<file path="config.mk">
export PLATFORM = sky130hd
export DESIGN_NAME = dpram_port_ctrl
export DESIGN_NICKNAME = d
export VERILOG_FILES = /design/src/inc/dpram_port_pkg.sv /design/src/hdl/dpram_port_ctrl.sv
export VERILOG_INCLUDE_DIRS = /design/src /design/src/inc
export SDC_FILE = /design/constraint.sdc
export NUM_CORES = 1
export LEC_CHECK = 0
export ABC_AREA = 1
export BUFFER_PORTS_ARGS = -buffer_cell sky130_fd_sc_hd__buf_2
export CAP_MARGIN = 10
export CORE_MARGIN = 3
export CORE_UTILIZATION = 48
export DETAILED_ROUTE_END_ITERATION = 6
export HOLD_SLACK_MARGIN = 0.08
export PLACE_DENSITY_LB_ADDON = 0.15
export SLEW_MARGIN = 10
export SYNTH_ARGS = -nofsm -noshare
export SYNTH_HDL_FRONTEND = slang
export SYNTH_SLANG_ARGS = --single-unit
</file>
<file path="constraint.sdc">
create_clock -name ref_clk -period 1.7 [get_ports ref_clk]
set_input_delay 0.255 -clock ref_clk [delete_from_list [all_inputs] [get_ports ref_clk]]
set_output_delay 0.255 -clock ref_clk [all_outputs]
set_load 0.02 [all_outputs]
</file>
<file path="src/inc/dpram_port_regs.svh">
`ifndef DPRAM_PORT_REGS_SVH
`define DPRAM_PORT_REGS_SVH

// ****************************************************************
// Widths and mailbox locations
// ****************************************************************
`define DPR_ADDR_W          18
`define DPR_DATA_W          18
`define MAILBOX_LEFT_ADDR   18'h3FFFE
`define MAILBOX_RIGHT_ADDR  18'h3FFFF

// ****************************************************************
// Timing, in ns and in cycles of ref_clk
// ****************************************************************
`define CLK_PERIOD_NS       8
`define ARB_SETTLE_NS       15
`define READ_ACCESS_NS      20
`define WRITE_PULSE_NS      12
`define ARB_SETTLE_CYC      ((`ARB_SETTLE_NS + `CLK_PERIOD_NS - 1) / `CLK_PERIOD_NS)
`define READ_ACCESS_CYC     ((`READ_ACCESS_NS + `CLK_PERIOD_NS - 1) / `CLK_PERIOD_NS)
`define WRITE_PULSE_CYC     ((`WRITE_PULSE_NS + `CLK_PERIOD_NS - 1) / `CLK_PERIOD_NS)

`endif

</file>
<file path="src/inc/dpram_port_pkg.sv">
package dpram_port_pkg;
	`include "dpram_port_regs.svh"

	typedef enum logic [1:0] {
		OP_READ,
		OP_WRITE,
		OP_SEM_READ,
		OP_SEM_WRITE
	} op_type;

	typedef struct packed {
		op_type                   op;
		logic [`DPR_ADDR_W-1:0]   addr;
		logic [`DPR_DATA_W-1:0]   data;
	} cmd_type;

	typedef struct packed {
		logic                     memSel_n;
		logic                     flagSpaceSelect_n;
		logic                     rdWr_n;
		logic                     outEn_n;
		logic [`DPR_ADDR_W-1:0]   addr;
	} port_pins_type;

	typedef enum logic [1:0] {
		ST_IDLE,
		ST_ARB,
		ST_ACT,
		ST_DONE
	} state_type;
endpackage

</file>
<file path="src/hdl/dpram_port_ctrl.sv">
`timescale 1ns/1ps
`include "dpram_port_regs.svh"
module dpram_port_ctrl
	import dpram_port_pkg::*;
#(
	parameter bit IS_LEFT      = 1'b1,
	parameter bit USE_ARB      = 1'b1,
	parameter bit BLOCK_WRITES = 1'b0,
	parameter int NUM_DEV      = 1
) (
	input  wire logic                   ref_clk,
	input  wire logic                   arst_n,
	input  wire logic                   cmdValid,
	input  wire cmd_type                cmd,
	output logic                        cmdReady,
	output logic                        rspValid,
	output logic [`DPR_DATA_W-1:0]      rspData,
	output logic                        mailboxPending,
	output port_pins_type               pins,
	input  wire logic [`DPR_DATA_W-1:0] dataIn,
	output logic [`DPR_DATA_W-1:0]      dataOut,
	output logic                        dataOe,
	input  wire logic [NUM_DEV-1:0]     conflictFlagIn_n,
	output logic                        conflictFlagOut_n,
	output logic                        conflictFlagOe,
	output logic                        masterSel,
	input  wire logic                   mailboxFlagIn_n
);

	// ****************************************************************
	// Constants
	// ****************************************************************
	localparam logic [`DPR_ADDR_W-1:0] OWN_MAILBOX =
		IS_LEFT ? `MAILBOX_LEFT_ADDR : `MAILBOX_RIGHT_ADDR;
	localparam logic [3:0] ARB_CYC = 4'(`ARB_SETTLE_CYC);
	localparam logic [3:0] RD_CYC  = 4'(`READ_ACCESS_CYC);
	localparam logic [3:0] WR_CYC  = 4'(`WRITE_PULSE_CYC);
	localparam port_pins_type PINS_IDLE = '{1'b1, 1'b1, 1'b1, 1'b1, '0};

	// ****************************************************************
	// State
	// ****************************************************************
	state_type                  state_r, state_nxt;
	cmd_type                    cur_r, cur_nxt;
	port_pins_type              pins_r, pins_nxt;
	logic [3:0]                 cnt_r, cnt_nxt;
	logic                       initPending_r, initPending_nxt;
	logic                       cmdReady_r, cmdReady_nxt;
	logic                       rspValid_r, rspValid_nxt;
	logic [`DPR_DATA_W-1:0]     rspData_r, rspData_nxt;
	logic [`DPR_DATA_W-1:0]     dataOut_r, dataOut_nxt;
	logic                       dataOe_r, dataOe_nxt;
	logic                       mailboxPending_r;

	// ****************************************************************
	// Decode
	// ****************************************************************
	wire busyAll  = USE_ARB && !(&conflictFlagIn_n);
	wire take     = initPending_r || (cmdValid && cmdReady_r);
	wire cmd_type nextCmd = initPending_r ? cmd_type'({OP_READ, OWN_MAILBOX,
		{`DPR_DATA_W{1'b0}}}) : cmd;
	wire isSem    = (nextCmd.op == OP_SEM_READ) || (nextCmd.op == OP_SEM_WRITE);
	wire isWrite  = (nextCmd.op == OP_WRITE) || (nextCmd.op == OP_SEM_WRITE);
	wire curWrite = (cur_r.op == OP_WRITE) || (cur_r.op == OP_SEM_WRITE);
	wire [`DPR_DATA_W-1:0] wrData = (nextCmd.op == OP_SEM_WRITE) ?
		{{(`DPR_DATA_W-1){1'b0}}, nextCmd.data[0]} : nextCmd.data;
	wire lastCnt  = (cnt_r == 4'h1);

	// ****************************************************************
	// Access sequencer
	// ****************************************************************
	always_comb begin
		state_nxt       = state_r;
		cur_nxt         = cur_r;
		pins_nxt        = pins_r;
		cnt_nxt         = cnt_r;
		initPending_nxt = initPending_r;
		cmdReady_nxt    = cmdReady_r;
		rspValid_nxt    = 1'b0;
		rspData_nxt     = rspData_r;
		dataOut_nxt     = dataOut_r;
		dataOe_nxt      = dataOe_r;
		case (state_r)
			ST_IDLE: begin
				cmdReady_nxt = !initPending_r;
				if (take) begin
					cur_nxt                    = nextCmd;
					initPending_nxt            = 1'b0;
					cmdReady_nxt               = 1'b0;
					pins_nxt.addr              = nextCmd.addr;
					pins_nxt.memSel_n          = isSem;
					pins_nxt.flagSpaceSelect_n = !isSem;
					dataOut_nxt                = wrData;
					dataOe_nxt                 = isWrite;
					cnt_nxt                    = ARB_CYC;
					state_nxt                  = ST_ARB;
				end
			end
			ST_ARB: begin
				// Selects settle before any strobe so the arbiter decides first
				if (!lastCnt) begin
					cnt_nxt = cnt_r - 4'h1;
				end else if (!busyAll) begin
					pins_nxt.rdWr_n  = !curWrite;
					pins_nxt.outEn_n = curWrite;
					cnt_nxt          = curWrite ? WR_CYC : RD_CYC;
					state_nxt        = ST_ACT;
				end
			end
			ST_ACT: begin
				if (!lastCnt) begin
					cnt_nxt = cnt_r - 4'h1;
				end else begin
					pins_nxt.rdWr_n  = 1'b1;
					pins_nxt.outEn_n = 1'b1;
					rspData_nxt      = curWrite ? rspData_r : dataIn;
					rspValid_nxt     = 1'b1;
					state_nxt        = ST_DONE;
				end
			end
			ST_DONE: begin
				// Dropping both selects also re-arms the semaphore read latch
				pins_nxt     = PINS_IDLE;
				dataOe_nxt   = 1'b0;
				cmdReady_nxt = 1'b1;
				state_nxt    = ST_IDLE;
			end
			default: begin
				state_nxt = ST_IDLE;
				pins_nxt  = PINS_IDLE;
			end
		endcase
	end

	always_ff @(posedge ref_clk or negedge arst_n) begin
		if (!arst_n) begin
			state_r       <= ST_IDLE;
			cur_r         <= '0;
			pins_r        <= PINS_IDLE;
			cnt_r         <= 4'h0;
			initPending_r <= 1'b1;
			cmdReady_r    <= 1'b0;
			rspValid_r    <= 1'b0;
			rspData_r     <= '0;
			dataOut_r     <= '0;
			dataOe_r      <= 1'b0;
		end else begin
			state_r       <= state_nxt;
			cur_r         <= cur_nxt;
			pins_r        <= pins_nxt;
			cnt_r         <= cnt_nxt;
			initPending_r <= initPending_nxt;
			cmdReady_r    <= cmdReady_nxt;
			rspValid_r    <= rspValid_nxt;
			rspData_r     <= rspData_nxt;
			dataOut_r     <= dataOut_nxt;
			dataOe_r      <= dataOe_nxt;
		end
	end

	// ****************************************************************
	// Strap, conflict tie and mailbox status
	// ****************************************************************
	// The strap is a fixed build choice; changing mode on the fly is unsupported
	logic conflictOut_r;
	logic conflictOe_r;
	logic masterSel_r;
	always_ff @(posedge ref_clk or negedge arst_n) begin
		if (!arst_n) begin
			conflictOut_r    <= 1'b1;
			conflictOe_r     <= 1'b0;
			masterSel_r      <= 1'b1;
			mailboxPending_r <= 1'b0;
		end else begin
			conflictOut_r    <= !BLOCK_WRITES;
			conflictOe_r     <= !USE_ARB;
			masterSel_r      <= USE_ARB;
			mailboxPending_r <= !mailboxFlagIn_n;
		end
	end

	assign cmdReady          = cmdReady_r;
	assign rspValid          = rspValid_r;
	assign rspData           = rspData_r;
	assign pins              = pins_r;
	assign dataOut           = dataOut_r;
	assign dataOe            = dataOe_r;
	assign conflictFlagOut_n = conflictOut_r;
	assign conflictFlagOe    = conflictOe_r;
	assign masterSel         = masterSel_r;
	assign mailboxPending    = mailboxPending_r;
endmodule

</file>
# After elaboration in Yosys (flattened, before gate mapping)
# Index checks and enable logic that the tools add are counted.
[classes] n_addsub=1 n_mux=26 n_reduce_logical=19 n_bitwise=1 eq_ne=15
[op_table] operator="$mux W38" count=1
[op_table] operator="$mux W18" count=2
[op_table] operator="$pmux W18 S2" count=1
[op_table] operator="$mux W4" count=4
[op_table] operator="$mux W2" count=7
[op_table] operator="$pmux W4 S3" count=1
[op_table] operator="$reduce_and A4 Y1" count=3
[op_table] operator="$eq A2 B2 Y1 const B" count=5
[op_table] operator="$ne A2 B2 Y1 const B" count=5
[op_table] operator="$pmux W2 S4" count=1
[op_table] operator="$eq A2 B1 Y1 const B" count=3
[op_table] operator="$pmux W2 S3" count=1
[op_table] operator="$reduce_bool A3 Y1" count=2
[op_table] operator="$mux W1" count=5
[op_table] operator="$eq A4 B1 Y1 const B" count=1
[op_table] operator="$logic_not A1 Y1" count=4
[op_table] operator="$logic_or A1 B1 Y1" count=4
[op_table] operator="$pmux W1 S2" count=2
[op_table] operator="$pmux W2 S2" count=1
[op_table] operator="$reduce_and A2 Y1" count=2
[op_table] operator="$sub A4 B1 Y4 const B" count=1
[op_table] operator="$ne A3 B3 Y1 const B" count=1
[op_table] operator="$reduce_and A3 Y1" count=1
[op_table] operator="$logic_not A2 Y1" count=1
[op_table] operator="3 further kinds" count=3
[totals] ff_bits=71

# Logic depth before layout (Yosys ltp)
[depth] depth_word=6 ltp_mapped=9

# Worst setup path after synthesis
# OpenSTA, ideal clock, no wires.
[synth_path] path_type="flip-flop to flip-flop" from="register state_r[1]" to="register pins_r, in the netlist pins[10]" setup_ps=123 arrival_ps=1313 required_time_ps=1577 setup_slack_ps=264 path_stages_with_launch=9 cell_sequence="dfrtp_1 -> inv_1 -> ha_1 -> nand2_4 -> o21ai_2 -> inv_2 -> buf_4 -> nand2_1 -> nand2_1"
[synth_via] elab_chain_cells=3 elab_cells_between_ends=6 classes_between="eq/ne: 2; mux: 1; reduce/logical: 3"
[synth_lines] element="start, declared" line="dpram_port_ctrl.sv:43" rtl="state_type state_r, state_nxt;"
[synth_lines] element="start signal, assigned" line="dpram_port_ctrl.sv:148" rtl="state_r <= state_nxt;"
[synth_lines] element="$eq A2 B2 Y1 / $logic_not A2 Y1 (equally long branches)" line="dpram_port_ctrl.sv:83" rtl="case (state_r)"
[synth_lines] element="$reduce_bool A2 Y1 (no source line) / $ne A2 B2 Y1 (equally long branches)"
[synth_lines] element="$reduce_and A2 Y1 (no source line)"
[synth_lines] element="end signal, assigned" line="dpram_port_ctrl.sv:150" rtl="pins_r <= pins_nxt;"
[synth_lines] element="end, declared" line="dpram_port_ctrl.sv:45" rtl="port_pins_type pins_r, pins_nxt;"
# Parallel ways exist; a longest one is shown, timed or not.
# A chain may end at the register's enable or synchronous reset.

# Final worst setup path
[layout_path] from="register state_r[1]" to="register cnt_r[2]"
[layout_via] elab_chain_cells=3 elab_cells_between_ends=9 classes_between="eq/ne: 5; mux: 1; reduce/logical: 3"
[layout_lines] element="$eq A2 B1 Y1, or another cell as far along" line="dpram_port_ctrl.sv:83"
[layout_lines] element="$ne A3 B3 Y1 (no source line), or another cell as far along"
[layout_lines] element="$reduce_and A4 Y1 (no source line)"
[layout_lines] element="end signal, assigned" line="dpram_port_ctrl.sv:151" rtl="cnt_r <= cnt_nxt;"
[layout_lines] element="end, declared" line="dpram_port_ctrl.sv:46" rtl="logic [3:0] cnt_r, cnt_nxt;"
# Parallel ways exist; a longest one is shown, timed or not.

==> out/qor.csv <==
stage;metric;value;unit
cells_and_area;syn2layout_area_growth;27.9;%
die;initial_core_util;0.512;
cells_and_area;layout.cells.non_filler;561;
clock_network;htree_levels;3;
critical_path;crit_arrival;1.73;ns
logic_synthesis;yosys.area.top_type;dfrtp_1;
route;drtIter0Drc;136;
cells_and_area;diodes;0;
cells_and_area;final_util;0.655;
die;die_y;86.9;um
power_and_ir_drop;p_leak;2.24;nW
sta;hold_viol;0;
sta;setup_viol_count_final;0;
die;ioPinCount;126;
route;drc_errors;0;
global_routing;grt_overflow_total;0;
power_and_ir_drop;peakVddDrop;1.00;mV
logic_synthesis;synth_top_area_frac;0.518;
logic_synthesis;yosys_warnings;0;
flow_run;drv_cap;0;
clock_network;clock-root-buffer;clkbuf_8;
cells_and_area;nets;549;
clock_network;cts_buffer_depth;2;
cells_and_area;fill_cells;534;
sta;slew_violations;0;
die;std_cell_rows;28;
sta;min_period;1.51;ns
route;drt_first_pass_iters;4;
clock_network;cts_sinks;70;
cells_and_area;drive_above_1_share;0.348;
sta;max_freq;662;MHz
die;die_x;86.9;um
die;dieArea;0.00755;mm^2
global_routing;first_global_vias;2544;
logic_synthesis;ys_types;30;
power_and_ir_drop;p_per_area;1890;mW/mm^2
global_routing;grt_pass1_wl;11700;um
status;status;complete, no violations;
critical_path;cp_max_fo;7;
sta;rsz0062_at_grt;false;
power_and_ir_drop;total_power;7.58;mW
clock_network;path_clk_slew;0.07;ns
place;dp_hpwl;5100;um
critical_path;start_kind;register;
critical_path;critical_path_required;1.92;ns
route;antenna_left;0;
logic_synthesis;netlist_top_cells_area;dfrtp_1 (52%), nand2_1 (16%), o21ai_0 (6.7%);
clock_network;worstSkewPairLatency;0.33;ns
place;routabilityCongestion;0.849;
sta;timing.final.crit_share;0.888;
critical_path;worstSetupPathType;reg2reg;
clock_network;cts_tree;done;
global_routing;track_usage;0.196;
critical_path;crit_path_end_kind;register;
min_path;worstHoldPathType;in2reg;
sta;finalSetupTns;0;ns
global_routing;grt_max_degree;71;
logic_synthesis;netlist_instances;355;
route;routed_via_density;4.85;
route;vias;2720;
route;drt-wirelength-per-cell;12.8;um
global_routing;antenna_found_initial;0;
logic_synthesis;syn-cell-area;0.00314;mm^2
sta;fin_skew;0.00885;ns
die;core;0.00613;mm^2
place;portBuffers;122;
place;placedCellCount;542;
logic_synthesis;ys_seq_area_frac;0.560;
clock_network;numCtsBuffers;9;
logic_synthesis;ys_seq_elements;70;
route;postRouteWirelength;7200;um
logic_synthesis;syn_avg_cell_area;8.84;um^2
## layer usage
metal,routed length [um],share of wire,track usage
met5,0,0,0
met4,137,0.019,0.0864
met3,564,0.078,0.0473
met2,3300,0.46,0.305
met1,3190,0.44,0.260
## final timing paths
path | start | endpoint | slack [ns] | depth (start not counted)
max | state_r[1] | cnt_r[2] | 0.19 | 9
min | cmd[26] | pins[8] | 0.13 | 3
max reg2reg | state_r[1] | cnt_r[2] | 0.19 | 9
min reg2reg | pins[2] | pins[2] | 0.47 | 2
max in group asynchronous | arst_n | initPending_r | 0.86 | 3
min in group asynchronous | arst_n | rspData[10] | 0.48 | 3
## layout make-up
type	count	area [um^2]	share of cell area
flip-flops and latches	70	1760	0.438
multi-input cells	247	1170	0.291
repair buffers	132	703	0.175
clock buffers	11	151	0.0377
well taps	75	93.8	0.0234
inverters	21	83.8	0.0209
clock inverters	5	56.3	0.0140
## flip-flops by register name, indices dropped and copies added (netlist names), 2 cells and up
| register | cells |
|---|---|
| cnt_r | 4 |
| dataOut | 18 |
| state_r | 2 |
| rspData | 18 |
| pins | 22 |
## layout by cell type, fill, tap and decap left out, drive strengths merged
master       Yosys  routed
nand3           32      32
buf             15     130
clkbuf           3      11
a21oi            2       2
ha               7       7
nor3             1       1
nor2            16      16
o211ai           1       1
conb             2       3
dfrtp           65      65
o21ai           47      47
dfstp            5       5
bufinv           0       1
a31oi            1       1
clkinv           0       2
clkinvlp         0       1
nand2          135     135
dlygate4sd3      0       2
nand4            2       2
inv             21      22
## cells by family (layout without fill, tap and decap cells)
family,after synthesis,count (layout),synth area share
AOI/OAI and AO/OA,51,51,0.0873
and+or+nand+nor,186,186,0.251
adders and majority gates,7,7,0.0279
other,2,3,0.00239
buffers and inverters,39,169,0.0717
DFF,70,70,0.560
## timing repair
action	4_1_cts	5_1_grt
gates resized for setup	0	6
hold endpoints to repair	66	0
hold buffers	2	0
setup buffers	0	1
endpoints found under the setup margin	0	24
## worst max-delay path, cell delays in order, from the launching register on
cell	delay, ns
dfrtp_2	0.45
inv_1	0.10
ha_1	0.24
inv_1	0.06
nor2_1	0.12
nand3_1	0.08
nand2_1	0.13
nor2_2	0.08
nand3_1	0.07
nand2_1	0.05
## synthesized netlist by cell type
master / number
a31oi_1: 1
nand4_1: 2
clkbuf_1: 1
o211ai_1: 1
dfrtp_1: 65
o21ai_0: 42
o21ai_2: 1
dfstp_2: 5
a21oi_4: 1
nand2_2: 2
inv_1: 17
conb_1: 2
o21ai_1: 4
a21oi_1: 1
buf_4: 7
inv_4: 1
ha_1: 7
clkbuf_2: 1
clkbuf_8: 1
nand3_1: 29
nor2_4: 1
buf_6: 3
nand2_4: 2
nor2_1: 15
nand2_1: 131
inv_2: 3
buf_2: 4
nor3_1: 1
nand3_2: 3
buf_8: 1
## per-stage QoR
stage / setup slack (ns) / hold WS (ns) / cell area (um^2)
after global placement: 0.152 / 0.306 / 3770
after CTS: 0.0810 / 0.122 / 4000
after global routing: 0.0202 / 0.131 / 4020
after detailed placement: 0.101 / 0.312 / 3770
after floorplan: 0.264 / -0.0406 / 3140
final: 0.190 / 0.133 / 4020
## report_power, final
group	total [mW]	switching (mW)	leakage, nW	internal [mW]
clock network	1.38	0.617	0.106	0.758
registers	2.79	0.393	0.842	2.39
logic	3.42	2.28	1.29	1.15
Note: power is estimated with default switching activity, not from simulation.
